`config.mk`:
```
export PLATFORM = sky130hd
export DESIGN_NAME = sdc_smbus_ctrl
export DESIGN_NICKNAME = d
export VERILOG_FILES = /design/src/common/sdc_pkg.sv /design/src/sdc_smbus_ctrl.sv
export SDC_FILE = /design/constraint.sdc
export NUM_CORES = 1
export LEC_CHECK = 0
export BUFFER_PORTS_ARGS = -buffer_cell sky130_fd_sc_hd__buf_2
export CORE_UTILIZATION = 50
export CTS_CLUSTER_DIAMETER = 80
export DETAILED_ROUTE_END_ITERATION = 8
export GPL_TIMING_DRIVEN = 1
export HOLD_SLACK_MARGIN = 0.05
export PLACE_DENSITY = 0.72
export SYNTH_ARGS = -nofsm -noshare
export SYNTH_HDL_FRONTEND = slang
export SYNTH_SLANG_ARGS = --single-unit
```
`constraint.sdc`:
```
create_clock -name clk_i -period 4.8 [get_ports clk_i]
set_input_delay 0.24 -clock clk_i [delete_from_list [all_inputs] [get_ports clk_i]]
set_output_delay 0.24 -clock clk_i [all_outputs]
set_load 0.05 [all_outputs]
```
`src/common/sdc_pkg.sv`:
```
// constants shared by the serial video driver control block
package sdc_pkg;
  // ****************************************
  // clock and bus timing
  // ****************************************
  localparam int unsigned CLK_PERIOD_NS  = 20;
  localparam int unsigned T_BUF_NS       = 4700;
  localparam int unsigned T_HIGH_MAX_NS  = 50000;
  localparam int unsigned T_TERM_NS      = 4000000;
  localparam int unsigned BUF_CYC        = (T_BUF_NS + CLK_PERIOD_NS - 1) / CLK_PERIOD_NS;
  localparam int unsigned HIGH_MAX_CYC   = T_HIGH_MAX_NS / CLK_PERIOD_NS;
  localparam int unsigned TERM_CYC       = (T_TERM_NS + CLK_PERIOD_NS - 1) / CLK_PERIOD_NS;
  localparam int unsigned IDLE_CNT_W     = 12;

  // ****************************************
  // bus address and register map
  // ****************************************
  localparam logic [6:0] DEV_ADDR_RST    = 7'h17;
  localparam logic [7:0] REG_ID          = 8'h00;
  localparam logic [7:0] REG_STATUS      = 8'h01;
  localparam logic [7:0] REG_CTRL        = 8'h02;
  localparam logic [7:0] REG_CFG         = 8'h03;
  localparam logic [2:0] CTRL_RST        = 3'h0;
  localparam logic [6:0] CFG_RST         = 7'h00;

  // ctrl register bits (held in [7:5] of the register)
  localparam int unsigned CTRL_SD_BIT    = 2;
  localparam int unsigned CTRL_PD_B_BIT  = 1;
  localparam int unsigned CTRL_PD_A_BIT  = 0;
  localparam int unsigned CTRL_LSB       = 5;
  // cfg register bits
  localparam int unsigned CFG_MASK_LOS   = 0;
  localparam int unsigned CFG_MASK_TF_LO = 1;
  localparam int unsigned CFG_LOS_MUTE   = 5;
  localparam int unsigned CFG_LOS_LINK   = 6;

  // ****************************************
  // bus target states
  // ****************************************
  typedef enum logic [2:0] {
    SDC_IDLE = 3'b000,
    SDC_RX   = 3'b001,
    SDC_AWT  = 3'b010,
    SDC_ACK  = 3'b011,
    SDC_TX   = 3'b100,
    SDC_HACK = 3'b101,
    SDC_IGN  = 3'b110
  } sdc_state_t;

  typedef enum logic [1:0] {
    SDC_K_ADDR = 2'b00,
    SDC_K_REG  = 2'b01,
    SDC_K_DATA = 2'b10
  } sdc_kind_t;
endpackage

```
`src/sdc_smbus_ctrl.sv`:
```
// bus target, control and fault logic of the dual output video cable driver
`timescale 1ns/100ps

module sdc_smbus_ctrl #(
  parameter int unsigned TERM_SETTLE_CYC = sdc_pkg::TERM_CYC,  // enable time before sensing
  parameter int unsigned LOS_WIN_CYC     = 1024,               // activity window length
  parameter int unsigned LOS_MIN_EDGES   = 16,                 // fewer edges is noise
  parameter int unsigned LOS_MAX_EDGES   = 1000                // more edges is oscillation
) (
  input  wire logic       clk_i,                  // 50 MHz clock
  input  wire logic       srst_i,                 // sync reset, active high
  input  wire logic       scl_i,                  // bus clock pin level
  input  wire logic       sda_i,                  // bus data pin level
  output logic            sda_o,                  // bus data drive value (always 0)
  output logic            sda_oe_o,               // high while pulling data low
  input  wire logic       chain_release_in_i,     // chain release from upstream
  output logic            chain_release_out_o,    // chain release to downstream
  input  wire logic       edge_rate_select_i,     // high forces slow edges
  input  wire logic       enable_i,               // output enable pin
  input  wire logic       serial_video_in_i,      // input data activity
  input  wire logic [3:0] term_over_i,            // overamplitude per output leg
  output logic            edge_rate_slow_o,       // slow edge rate selected
  output logic            drv_a_en_o,             // output a driver on
  output logic            drv_b_en_o,             // output b driver on
  output logic            power_save_o,           // deep power save
  output logic            los_offset_o,           // add input offset
  output logic            signal_loss_flag_o,     // no valid input
  output logic            fault_o,                // fault drive value (always 0)
  output logic            fault_oe_o              // high while fault pulled low
);
  import sdc_pkg::*;

  // ****************************************
  // input synchronisers
  // ****************************************
  logic [8:0] sy1_q;
  logic [8:0] sy2_q;
  logic       scl_p_q;
  logic       sda_p_q;
  always_ff @(posedge clk_i) begin
    sy1_q <= {edge_rate_select_i, term_over_i, serial_video_in_i, enable_i, scl_i, sda_i};
    sy2_q <= sy1_q;
    scl_p_q <= sy2_q[1];
    sda_p_q <= sy2_q[0];
  end
  wire       sda_s   = sy2_q[0];
  wire       scl_s   = sy2_q[1];
  wire       en_s    = sy2_q[2];
  wire       vid_s   = sy2_q[3];
  wire [3:0] over_s  = sy2_q[7:4];
  wire       rst_int = srst_i | ~chain_release_in_i;

  wire start_ev = scl_s & scl_p_q & sda_p_q & ~sda_s;
  wire stop_ev  = scl_s & scl_p_q & ~sda_p_q & sda_s;
  wire scl_rise = scl_s & ~scl_p_q;
  wire scl_fall = ~scl_s & scl_p_q;

  // ****************************************
  // idle detection
  // ****************************************
  logic [IDLE_CNT_W-1:0] hi_cnt_q;
  logic                  stop_seen_q;
  always_ff @(posedge clk_i) begin
    if (rst_int || !(scl_s && sda_s)) begin
      hi_cnt_q <= '0;
    end else if (hi_cnt_q != IDLE_CNT_W'(HIGH_MAX_CYC)) begin
      hi_cnt_q <= hi_cnt_q + 1'b1;
    end
  end
  always_ff @(posedge clk_i) begin
    if (rst_int || start_ev) begin
      stop_seen_q <= 1'b0;
    end else if (stop_ev) begin
      stop_seen_q <= 1'b1;
    end
  end
  wire idle_to = (hi_cnt_q == IDLE_CNT_W'(HIGH_MAX_CYC))
               | (stop_seen_q & (hi_cnt_q >= IDLE_CNT_W'(BUF_CYC)));

  // ****************************************
  // bus target state machine
  // ****************************************
  sdc_state_t state_q;
  sdc_kind_t  kind_q;
  logic [2:0] bit_q;
  logic [7:0] sh_q;
  logic [7:0] tx_q;
  logic [7:0] ptr_q;
  logic       rw_q;
  logic       oe_q;
  logic [6:0] dev_id_q;
  logic [7:0] rd_data;

  wire [7:0] rx_byte  = {sh_q[6:0], sda_s};
  wire       byte_end = (state_q == SDC_RX) & scl_rise & (bit_q == 3'h7);
  wire       addr_hit = rx_byte[7:1] == dev_id_q;
  wire       wr_now   = byte_end & (kind_q == SDC_K_DATA);

  always_ff @(posedge clk_i) begin
    if (rst_int || stop_ev || (idle_to && !start_ev)) begin
      state_q <= SDC_IDLE;
      oe_q    <= 1'b0;
    end else if (start_ev) begin
      state_q <= SDC_RX;
      kind_q  <= SDC_K_ADDR;
      bit_q   <= 3'h0;
      oe_q    <= 1'b0;
    end else begin
      case (state_q)
        SDC_RX: if (scl_rise) begin
          sh_q  <= rx_byte;
          bit_q <= bit_q + 3'h1;
          if (bit_q == 3'h7) begin
            state_q <= SDC_AWT;
            if (kind_q == SDC_K_ADDR) begin
              rw_q <= sda_s;
              if (!addr_hit) begin
                state_q <= SDC_IGN;
              end
            end else if (kind_q == SDC_K_REG) begin
              ptr_q <= rx_byte;
            end
          end
        end
        SDC_AWT: if (scl_fall) begin
          oe_q    <= 1'b1;
          state_q <= SDC_ACK;
        end
        SDC_ACK: if (scl_fall) begin
          bit_q <= 3'h0;
          oe_q  <= 1'b0;
          if (kind_q == SDC_K_ADDR && rw_q) begin
            state_q <= SDC_TX;
            oe_q    <= ~rd_data[7];
            tx_q    <= {rd_data[6:0], 1'b0};
          end else if (kind_q == SDC_K_ADDR) begin
            state_q <= SDC_RX;
            kind_q  <= SDC_K_REG;
          end else if (kind_q == SDC_K_REG) begin
            state_q <= SDC_RX;
            kind_q  <= SDC_K_DATA;
          end else begin
            state_q <= SDC_IGN;
          end
        end
        SDC_TX: if (scl_fall) begin
          bit_q <= bit_q + 3'h1;
          if (bit_q == 3'h7) begin
            oe_q    <= 1'b0;
            state_q <= SDC_HACK;
          end else begin
            oe_q <= ~tx_q[7];
            tx_q <= {tx_q[6:0], 1'b0};
          end
        end
        SDC_HACK: if (scl_rise) begin
          state_q <= SDC_IGN;
        end
        default: state_q <= state_q;
      endcase
    end
  end
  assign sda_o    = 1'b0;
  assign sda_oe_o = oe_q;

  // ****************************************
  // registers
  // ****************************************
  logic [2:0] ctrl_q;
  logic [6:0] cfg_q;
  logic       chain_q;
  always_ff @(posedge clk_i) begin
    if (rst_int) begin
      dev_id_q <= DEV_ADDR_RST;
      ctrl_q   <= CTRL_RST;
      cfg_q    <= CFG_RST;
      chain_q  <= 1'b0;
    end else if (wr_now) begin
      if (ptr_q == REG_ID) begin
        dev_id_q <= rx_byte[7:1];
        chain_q  <= 1'b1;
      end else if (ptr_q == REG_CTRL) begin
        ctrl_q <= rx_byte[7:5];
      end else if (ptr_q == REG_CFG) begin
        cfg_q <= rx_byte[6:0];
      end
    end
  end
  assign chain_release_out_o = chain_q;

  // ****************************************
  // loss of signal
  // ****************************************
  logic [15:0] win_q;
  logic [15:0] edg_q;
  logic        vid_p_q;
  logic        present_q;
  wire         win_end = win_q == 16'(LOS_WIN_CYC - 1);
  wire         vid_edge = vid_s ^ vid_p_q;
  always_ff @(posedge clk_i) begin
    vid_p_q <= vid_s;
    if (rst_int) begin
      win_q     <= '0;
      edg_q     <= '0;
      present_q <= 1'b0;
    end else begin
      win_q <= win_end ? '0 : win_q + 16'h0001;
      edg_q <= win_end ? '0 : edg_q + {15'h0000, vid_edge};
      if (win_end) begin
        present_q <= edg_q >= 16'(LOS_MIN_EDGES)
                   && edg_q <= 16'(LOS_MAX_EDGES);
      end
    end
  end

  // ****************************************
  // enables and edge rate
  // ****************************************
  wire los_mute = cfg_q[CFG_LOS_MUTE];
  wire int_en   = en_s & ~(cfg_q[CFG_LOS_LINK] & ~present_q);
  wire out_ok   = int_en & ~(los_mute & ~present_q);
  assign drv_a_en_o         = out_ok & ~ctrl_q[CTRL_PD_A_BIT];
  assign drv_b_en_o         = out_ok & ~ctrl_q[CTRL_PD_B_BIT];
  assign power_save_o       = ~int_en;
  assign los_offset_o       = ~present_q & ~los_mute;
  assign signal_loss_flag_o = ~present_q;
  assign edge_rate_slow_o   = sy2_q[8] | ctrl_q[CTRL_SD_BIT];

  // ****************************************
  // termination sensing
  // ****************************************
  logic [31:0] on_cnt_q;
  logic [3:0]  tf_q;
  wire         settled = on_cnt_q == TERM_SETTLE_CYC;
  wire [3:0]   leg_en  = {{2{drv_b_en_o}}, {2{drv_a_en_o}}};
  always_ff @(posedge clk_i) begin
    if (rst_int || !int_en) begin
      on_cnt_q <= '0;
    end else if (!settled) begin
      on_cnt_q <= on_cnt_q + 32'h0000_0001;
    end
  end
  always_ff @(posedge clk_i) begin
    if (rst_int) begin
      tf_q <= 4'h0;
    end else begin
      tf_q <= over_s & leg_en & {4{settled & present_q}};
    end
  end

  // ****************************************
  // fault pin and read data
  // ****************************************
  logic fault_q;
  wire  los_src = ~present_q & ~cfg_q[CFG_MASK_LOS];
  wire  tf_src  = |(tf_q & ~cfg_q[CFG_MASK_TF_LO +: 4]);
  always_ff @(posedge clk_i) begin
    if (rst_int) begin
      fault_q <= 1'b0;
    end else begin
      fault_q <= los_src | tf_src;
    end
  end
  assign fault_o    = 1'b0;
  assign fault_oe_o = fault_q;

  assign rd_data = (ptr_q == REG_ID)     ? {dev_id_q, 1'b0} :
                   (ptr_q == REG_STATUS) ? {3'h0, tf_q, present_q} :
                   (ptr_q == REG_CTRL)   ? {ctrl_q, 5'h00} :
                   (ptr_q == REG_CFG)    ? {1'b0, cfg_q} : 8'h00;

  logic [IDLE_CNT_W-1:0] busy_hi_q;
  always_ff @(posedge clk_i) begin
    if (rst_int || !(scl_s && sda_s) || state_q == SDC_IDLE) begin
      busy_hi_q <= '0;
    end else begin
      busy_hi_q <= busy_hi_q + 1'b1;
    end
  end
endmodule

```
==> results of run 1 <==
## worst min-delay path: stages
cell and delay [ns]:
buf_2 0.08, nor2b_1 0.04, buf_4 0.18, nand2_1 0.06
## cell usage in the layout, fill, tap and decap left out, types with 3 or more instances in the layout
cell type        n
a211oi_1         3
a21oi_1         20
a22oi_1          4
a31oi_1          3
and2_1           5
and3_1          19
and4_1           5
buf_2           20
buf_4            3
clkbuf_1         3
clkbuf_16       17
clkinv_2         3
clkinvlp_4       3
dfxtp_1        126
dlygate4sd3_1    9
edfxtp_1        28
ha_1            10
inv_1           15
mux2i_1         22
nand2_1         49
nand2b_1         8
nand3_1         27
nand3b_1         3
nand4_1         22
nor2_1         112
nor2b_1          9
nor3_1          19
nor4_1           9
nor4b_1          7
o21ai_0         24
or3_1           10
or4_1            3
xnor2_1         30
xor2_1          42
## routing by layer
layer	part of all wire	routed length (um)	vias up
met5	0	0	-
met2	0.48	6220	99
li1	-	-	2446
met3	0.038	496	13
met1	0.47	6040	2338
met4	0.012	150	0
## registers in the layout, summed over array words and instances (netlist names), 2 cells and up
| signal | count |
|---|---|
| tf_q | 4 |
| sh_q | 7 |
| win_q | 16 |
| sy1_q | 9 |
| dev_id_q | 7 |
| hi_cnt_q | 12 |
| ptr_q | 8 |
| bit_q | 3 |
| edg_q | 16 |
| cfg_q | 7 |
| on_cnt_q | 32 |
| state_q | 3 |
| tx_q | 7 |
| ctrl_q | 3 |
| kind_q | 2 |
| sy2_q | 9 |
## stage by stage
| step | setup WS, ns | instances | hold WS (ns) | utilization |
|---|---|---|---|---|
| final | 2.08 | 900 | 0.226 | 0.585 |
| after global routing | 1.90 | 900 | 0.227 | 0.585 |
| after CTS | 2.07 | 900 | 0.212 | 0.585 |
| after detailed placement | 2.08 | 859 | 0.313 | 0.536 |
| after global placement | 2.23 | 859 | 0.312 | 0.536 |
| after floorplan | 2.10 | 688 | 0.268 | - |
## power by group
| group | internal (mW) | total (mW) | switching (mW) |
|---|---|---|---|
| logic | 0.0200 | 0.0581 | 0.0382 |
| clock network | 0.688 | 1.20 | 0.514 |
| registers | 1.32 | 1.33 | 0.00852 |
## cell families after synthesis
family | count (synthesis) | share of synthesized area
other | 1 | 0.000571
DFF | 154 | 0.512
buffers and inverters | 39 | 0.0246
and+or+nand+nor | 322 | 0.253
xor gates and xnor gates | 72 | 0.0960
muxes | 23 | 0.0352
adders and majority gates | 10 | 0.0190
AOI/OAI and AO/OA | 66 | 0.0592
## final timing paths
| path | startpoint | to | slack [ns] | depth (start not counted) |
|---|---|---|---|---|
| max | bit_q[0] | cfg_q[0] | 2.08 | 7 |
| min | srst_i | dev_id_q[0] | 0.23 | 4 |
| max reg2reg | bit_q[0] | cfg_q[0] | 2.08 | 7 |
| min reg2reg | sy1_q[8] | sy2_q[8] | 0.33 | 0 |
## final cells by class
type	instances	area (um^2)
well taps	172	215
clock buffers	22	464
multi-input cells	495	3060
clock inverters	10	70.1
fillers	1135	5280
flip-flops and latches	154	3360
inverters	15	56.3
repair buffers	32	213
## what timing repair did
action / CTS / global route
buffers inserted: 0 / 0
hold endpoints to repair: 9 / 0
resized for setup: 0 / 0
hold buffers: 9 / 0
==> summary.txt, run 1 <==
Outcome
  • Status: completed

Critical path
  • Crit-path max cell delay: ~0.93 ns
  • CP delay by family, top: simple AND/OR/NAND/NOR gates
  • Most Frequent Cell on Critical Path: ha_1
  • Cell Chain, Critical Path: ha_1 -> ha_1 -> nand3b_1 -> or3_1 -> nor4b_2 -> mux2i_1 -> nor2_1
  • Buf+Inv Stages, Crit Path: 0
  • Setup CP Type: flip-flop to flip-flop
  • Crit start category: flip-flop
  • Slowest-stage cell, CP: nor4b_2
  • Critical path peak fanout: 7
  • CP endpoint kind: flip-flop
  • Required @ worst endpoint: 5.07 ns
  • CP arrival: 2.99 ns

Yosys
  • Number of synthesized flops with an enable pin: 28
  • Syn Area/Cell: 9.56 um^2
  • Register area share after synthesis: 0.512
  • Seq cells post-synth: 154
  • Top cells by area, synth: dfxtp_1, edfxtp_1, nor2_1
  • Synth Flop Type: dfxtp_1
  • Leading area contributor after synthesis: dfxtp_1
  • Synth top area share: 0.384
  • Synth async-reset ratio: 0
  • Post-Syn Instances: between 600 and 700
  • Synthesis warning total: 0
  • Most frequent cells after synthesis: dfxtp_1, nor2_1, nand2_1, xor2_1, xnor2_1
  • Synth cell types: 50
  • Mapped Area: 0.00657 mm^2
  • Count leader, synth: dfxtp_1

Clocking
  • # H-tree levels: 4
  • CTS root buf: clkbuf_16
  • Clock Latency Late Sink: 0.42 ns
  • Num CTS Buffers: 17
  • CTS tree: done
  • CTS max path bufs: 2
  • Clock transition at path regs: approximately 0.060 ns
  • # clock sinks: 154

Timing
  • Unrepaired setup endpoints after global routing: no
  • Final setup viols: 0
  • Setup TNS: 0 ns
  • F_max: 368 MHz
  • Worst Skew: about 0.0099 ns
  • Final min period: approximately 2.7 ns
  • Slew Limit Fails: 0
  • Final Hold Vio Count: 0
  • Worst-margin pin slew: 1.20 ns
  • Worst slew margin: 0.198
  • Final cycle utilization of the critical path: 0.566

Floorplanning
  • Die area: 0.0136 mm^2
  • Site row count: 41
  • Die H: 117 um
  • Die W: 117 um
  • Core Region: 0.0127 mm^2
  • # IOs: 23
  • Initial Util: 0.516

Global route
  • Grt ovf: 0
  • Vias in the first global route: 4518
  • Met1 usage in global routing: 0.256
  • Met2 Usage GRT: 0.331
  • Initial antenna violation count: 0
  • Top Usage Layer GRT: met2
  • GR Util All Layers: 0.201
  • First-pass GRT wire length: 21.2 mm
  • Largest net degree at the start of global routing: 33
  • M3 GR Usage: 0.0571

Routing
  • DRT iter0 DRCs: 279
  • Residual DRC: 0
  • Via Count: roughly 4.9k
  • Vias per cell: 5.44
  • WL final: between 10 and 15 mm
  • Antenna Violating Nets Remaining: 0
  • Drt first pass iters: 4
  • Routed length per instance: 14.3 um

Layout
  • Synth-to-layout area growth: 13.3%
  • Ant. Diodes: 0
  • Share of cells above drive strength 1: 0.0838
  • Design Area, Final: 0.00744 mm^2
  • Final net count: between 700 and 800

Place
  • Dpl hpwl: roughly 9 mm
  • Final Wtd Congestion: about 0.88
  • Port Buffers: 20
  • Area post-placement: 0.00682 mm^2

Pwr
  • Worst vdd ir: 0.315 mV
  • Pleak: roughly 2.6 nW
  • Power Total: 2.59 mW
  • Pwr/cell area: 348 mW/mm^2

Worst hold path
  • Hold crit path type: input port to flip-flop

Job
  • Max Cap Viol: 0
Power figures use the tool's default switching activity.
==> run 2: changes to the inputs <==
--- a/config.mk
+++ b/config.mk
@@ -11,7 +11,7 @@
 export DETAILED_ROUTE_END_ITERATION = 8
 export GPL_TIMING_DRIVEN = 1
 export HOLD_SLACK_MARGIN = 0.05
-export PLACE_DENSITY = 0.72
+export PLACE_DENSITY = 0.75
 export SYNTH_ARGS = -nofsm -noshare
 export SYNTH_HDL_FRONTEND = slang
 export SYNTH_SLANG_ARGS = --single-unit
==> constraint.sdc (replaced) <==
create_clock -name clk_i -period 2.45 [get_ports clk_i]
set_input_delay 0.1225 -clock clk_i [delete_from_list [all_inputs] [get_ports clk_i]]
set_output_delay 0.1225 -clock clk_i [all_outputs]
set_load 0.05 [all_outputs]
==> summary.txt, run 2 (synthesis gave the netlist of run 1 again) <==
Routing
  • WL final: between 10 and 15 mm
  • Routed length per instance: 14.5 um
  • Vias per cell: 5.39
  • DRT iter0 DRCs: 290
  • Antenna Violating Nets Remaining: 0
  • Drt first pass iters: 5
  • Residual DRC: 0
  • Via Count: 4915

Critical path
  • CP endpoint kind: flip-flop
  • Capturing point of the worst reg2reg path: ptr_q[4]
  • Register-to-Register Setup Slack: roughly 0.27 ns
  • Cell Chain, Critical Path: or4_1 -> o21ai_0 -> nand3_2 -> nor4b_2 -> buf_4
  • Crit-path max cell delay: 0.52 ns
  • Required @ worst endpoint: approximately 2.6 ns
  • Setup CP Type: flip-flop to flip-flop
  • Slowest-stage cell, CP: or4_1
  • Reg2Reg Depth: 5
  • Buf+Inv Stages, Crit Path: 1
  • Crit start category: flip-flop
  • Critical path peak fanout: 8
  • Worst r2r src: hi_cnt_q[11]
  • CP delay by family, top: simple AND/OR/NAND/NOR gates
  • CP arrival: 2.31 ns

Floorplanning
  • Die H: roughly 120 um
  • Die area: 0.0136 mm^2
  • Die W: 117 um
  • Site row count: 41
  • Initial Util: 0.516
  • Core Region: 0.0127 mm^2
  • # IOs: 23

Pwr
  • Pwr/cell area: 695 mW/mm^2
  • Pleak: around 2.7 nW
  • Worst vdd ir: around 0.63 mV

Global route
  • Grt ovf: 0
  • First-pass GRT wire length: 22.5 mm
  • Largest net degree at the start of global routing: 33
  • GR Util All Layers: 0.214
  • Initial antenna violation count: 0
  • Vias in the first global route: 4762

Place
  • Port Buffers: 20
  • Setup Slack @ Placement: around 0.24 ns
  • Dpl hpwl: 9.22 mm
  • Final Wtd Congestion: 0.843

Layout
  • Synth-to-layout area growth: 15.9%
  • Most common library cell in the layout ignoring fill and taps: dfxtp_1
  • Fill cells: 1117
  • Share of cells above drive strength 1: 0.107
  • Most frequent cells in the layout: dfxtp_1, nor2_1, nand2_1
  • Largest register FFs: 32
  • Leading registers by flop count: on_cnt_q x32, edg_q x16, win_q x16
  • Final net count: 749
  • Ant. Diodes: 0
  • Top reg by flops: on_cnt_q

Clocking
  • Clock Latency Late Sink: roughly 0.42 ns
  • CTS tree: done
  • # clock sinks: 154
  • Setup bufs post-CTS: 0
  • # H-tree levels: 4
  • Clock transition at path regs: around 0.06 ns
  • Num CTS Buffers: 17
  • CTS root buf: clkbuf_16
  • CTS max path bufs: 2

Worst hold path
  • Hold EP: dev_id_q[2]
  • Hold crit path type: input port to flip-flop
  • Hold Path Stages: 4
  • HP Start: srst_i

Timing
  • Slew Limit Fails: 0
  • Worst-margin pin slew: 0.597 ns
  • Worst Skew: 0.00845 ns
  • Setup TNS: 0 ns
  • F_max: approximately 460 MHz
  • Final min period: around 2.2 ns
  • Final worst setup slack: 0.266 ns
  • Unrepaired setup endpoints after global routing: no
  • Final cycle utilization of the critical path: 0.892
  • Final setup viols: 0
  • Final Hold Vio Count: 0
  • Worst slew margin: 0.599

Job
  • Max Cap Viol: 0

Outcome
  • Status: completed
-- run 2: per-layer routing --
| metal | global-route usage | share of wire | up-vias |
|---|---|---|---|
| li1 | - | - | 2477 |
| met1 | 0.271 | 0.47 | 2328 |
| met2 | 0.350 | 0.48 | 89 |
| met3 | 0.0560 | 0.038 | 21 |
| met4 | 0.0835 | 0.019 | 0 |
| met5 | 0 | 0 | - |
-- run 2: how the worst max path moves through the flow --
| stage | to | slack [ns] | start | cells after the start |
|---|---|---|---|---|
| 3_3_place_gp | ptr_q[1] | 0.30 | hi_cnt_q[11] | 5 |
| 2_1_floorplan | ptr_q[0] | 0.12 | hi_cnt_q[0] | 7 |
| 5_1_grt | sh_q[6] | 0.06 | hi_cnt_q[0] | 7 |
| 6_report | ptr_q[4] | 0.27 | hi_cnt_q[11] | 5 |
| 4_1_cts | sh_q[2] | 0.18 | hi_cnt_q[0] | 7 |
| 3_5_place_dp | ptr_q[3] | 0.24 | hi_cnt_q[11] | 5 |
-- run 2: repair_timing --
item | in CTS | in global routing
endpoints found under the hold margin | 9 | 0
endpoints found under the setup margin | 0 | 7
gates resized for setup | 0 | 1
hold buffers | 9 | 0
-- run 2: stage by stage --
step / total power, mW / util / area [um^2] / hold slack (ns) / std cells
after floorplan: 2.74 / - / 6590 / 0.150 / 688
after global placement: 2.77 / 0.545 / 6930 / 0.225 / 871
after detailed placement: 2.78 / 0.545 / 6930 / 0.226 / 871
after CTS: 5.33 / 0.598 / 7610 / 0.108 / 912
after global routing: 5.47 / 0.598 / 7610 / 0.117 / 912
final: 5.29 / 0.598 / 7610 / 0.129 / 912
-- run 2: worst register-to-register path: stages, from the launching register on --
cell and delay (ns):
dfxtp_1 0.33, or4_1 0.52, o21ai_0 0.30, nand3_2 0.23
nor4b_2 0.31, buf_4 0.21
-- run 2: layout make-up --
class | count | area, um^2 | share of cell area
sequential | 154 | 3360 | 0.442
timing repair buffer | 44 | 315 | 0.0414
clock inverter | 14 | 145 | 0.0191
tap | 172 | 215 | 0.0283
inverter | 15 | 56.3 | 0.00740
clock buffer | 18 | 439 | 0.0577
multi-input combinational | 495 | 3080 | 0.404
-- run 2: power by group --
part / internal (mW) / switching (mW)
sequential: 2.59 / 0.0167
combinational: 0.0448 / 0.0769
clock: 1.53 / 1.03
==> run 3: changes to the inputs <==
--- a/config.mk
+++ b/config.mk
@@ -6,12 +6,12 @@
 export NUM_CORES = 1
 export LEC_CHECK = 0
 export BUFFER_PORTS_ARGS = -buffer_cell sky130_fd_sc_hd__buf_2
-export CORE_UTILIZATION = 50
+export CORE_UTILIZATION = 40
 export CTS_CLUSTER_DIAMETER = 80
 export DETAILED_ROUTE_END_ITERATION = 8
 export GPL_TIMING_DRIVEN = 1
 export HOLD_SLACK_MARGIN = 0.05
-export PLACE_DENSITY = 0.75
+export PLACE_DENSITY = 0.64
 export SYNTH_ARGS = -nofsm -noshare
 export SYNTH_HDL_FRONTEND = slang
 export SYNTH_SLANG_ARGS = --single-unit
==> summary.txt, run 3 (synthesis gave the netlist of run 1 again) <==
Outcome
  • Status: completed

Timing
  • Unrepaired setup endpoints after global routing: no
  • F_max: 452 MHz
  • Final cycle utilization of the critical path: 0.903
  • Final worst setup slack: about 0.24 ns
  • Setup TNS: 0 ns
  • Final Hold Vio Count: 0
  • Final min period: 2.21 ns
  • Worst slew margin: 0.598
  • Final setup viols: 0
  • Worst hold slack: 0.134 ns
  • Slew Limit Fails: 0
  • Worst-margin pin slew: 0.598 ns
  • Worst Skew: approximately 0.011 ns

Global route
  • Vias in the first global route: between 4k and 5k
  • Initial antenna violation count: 0
  • GR Util All Layers: 0.170
  • Largest net degree at the start of global routing: 33
  • First-pass GRT wire length: roughly 22 mm
  • Grt ovf: 0

Place
  • Final Wtd Congestion: 0.827
  • Dpl hpwl: 9.49 mm
  • Setup Slack @ Placement: around 0.27 ns
  • Port Buffers: 20

Routing
  • Residual DRC: 0
  • WL final: 13.3 mm
  • Vias per cell: around 5.2
  • Routed length per instance: 13.9 um
  • Antenna Violating Nets Remaining: 0
  • DRT iter0 DRCs: 313
  • Drt first pass iters: 4
  • Via Count: roughly 5k

Layout
  • Largest register FFs: 32
  • Most frequent cells in the layout: dfxtp_1, nor2_1, nand2_1
  • Leading registers by flop count: on_cnt_q x32, edg_q x16, win_q x16
  • Util after Layout: 0.481
  • Ant. Diodes: 0
  • Final net count: 751
  • Most common library cell in the layout ignoring fill and taps: dfxtp_1
  • Fill cells: 1463
  • FF+latch area: 0.00336 mm^2
  • Synth-to-layout area growth: 16.8%
  • Share of cells above drive strength 1: 0.108
  • Top reg by flops: on_cnt_q
  • Area of the multi-input gates: slightly above 0.003 mm^2

Pwr
  • Pleak: between 2 and 3 nW
  • Pwr/cell area: 694 mW/mm^2
  • Worst vdd ir: 0.494 mV

Clocking
  • Post-CTS resize count: 0
  • Num CTS Buffers: 17
  • Clock Latency Late Sink: approximately 0.43 ns
  • CTS tree: done
  • CTS root buf: clkbuf_16
  • CTS max path bufs: 2
  • # clock sinks: 154
  • # H-tree levels: 4
  • CTS Hold Bufs: 9
  • Clock transition at path regs: 0.06 ns
  • Setup bufs post-CTS: 0

Critical path
  • Most Frequent Cell on Critical Path: nand3_1
  • Crit-path max cell delay: 0.42 ns
  • Required @ worst endpoint: 2.58 ns
  • Setup CP Type: flip-flop to flip-flop
  • Critical path peak fanout: 8
  • Slowest-stage cell, CP: dfxtp_1
  • Crit start category: flip-flop
  • CP arrival: 2.35 ns
  • CP endpoint kind: flip-flop
  • Cell Chain, Critical Path: inv_1 -> ha_1 -> nor4b_1 -> nand3_1 -> and3_1 -> nand3_1 -> nor4b_2 -> buf_4

Floorplanning
  • # IOs: 23
  • Site row count: 46
  • Die area: 0.0169 mm^2
  • Initial Util: 0.412
  • Core Region: 0.0159 mm^2
  • Die W: 130 um
  • Die H: 130 um

Worst hold path
  • Hold crit path type: input port to flip-flop

Job
  • Max Cap Viol: 0
run 3: worst max-delay path, delay by kind of cell (launching register included):
kind | cells | cell delay (ns)
adders and majority gates | 1 | 0.19
DFF | 1 | 0.42
buffers and inverters | 2 | 0.27
and+or+nand+nor | 5 | 1.04
run 3: per-stage QoR:
| stage | power [mW] | instances | area, um^2 |
|---|---|---|---|
| final | 5.32 | 958 | 7670 |
| after global routing | 5.48 | 958 | 7670 |
| after CTS | 5.38 | 958 | 7670 |
| after detailed placement | 2.78 | 917 | 6990 |
| after global placement | 2.77 | 917 | 6990 |
| after floorplan | 2.74 | 688 | 6590 |
run 3: layer usage:
| layer | global-route usage | vias up | wire length (um) | share of wire |
|---|---|---|---|---|
| li1 | - | 2494 | - | - |
| met3 | 0.0398 | 16 | 516 | 0.039 |
| met2 | 0.296 | 88 | 6690 | 0.50 |
| met1 | 0.195 | 2360 | 5890 | 0.44 |
| met4 | 0.0848 | 0 | 218 | 0.016 |
| met5 | 0 | - | 0 | 0 |
run 3: final cells by class:
type / instances / area share
Sequential cell: 154 / 0.438
Multi-Input combinational cell: 495 / 0.400
Clock buffer: 19 / 0.0605
Timing Repair Buffer: 46 / 0.0414
Tap cell: 216 / 0.0352
Clock inverter: 13 / 0.0168
Inverter: 15 / 0.00734
run 3: path summary, 6_finish.rpt:
| kind | end | slack, ns | depth (start not counted) | start |
|---|---|---|---|---|
| setup reg to reg | ptr_q[7] | 0.24 | 8 | hi_cnt_q[0] |
| hold reg to reg | sy2_q[0] | 0.33 | 0 | sy1_q[0] |
| hold / removal | dev_id_q[4] | 0.13 | 4 | srst_i |
| setup / recovery | ptr_q[7] | 0.24 | 8 | hi_cnt_q[0] |
run 3: power by group:
group          switching, mW  internal, mW  leakage, nW
clock network           1.09          1.51        0.292
registers             0.0183          2.59         1.28
logic                 0.0763        0.0435         1.08
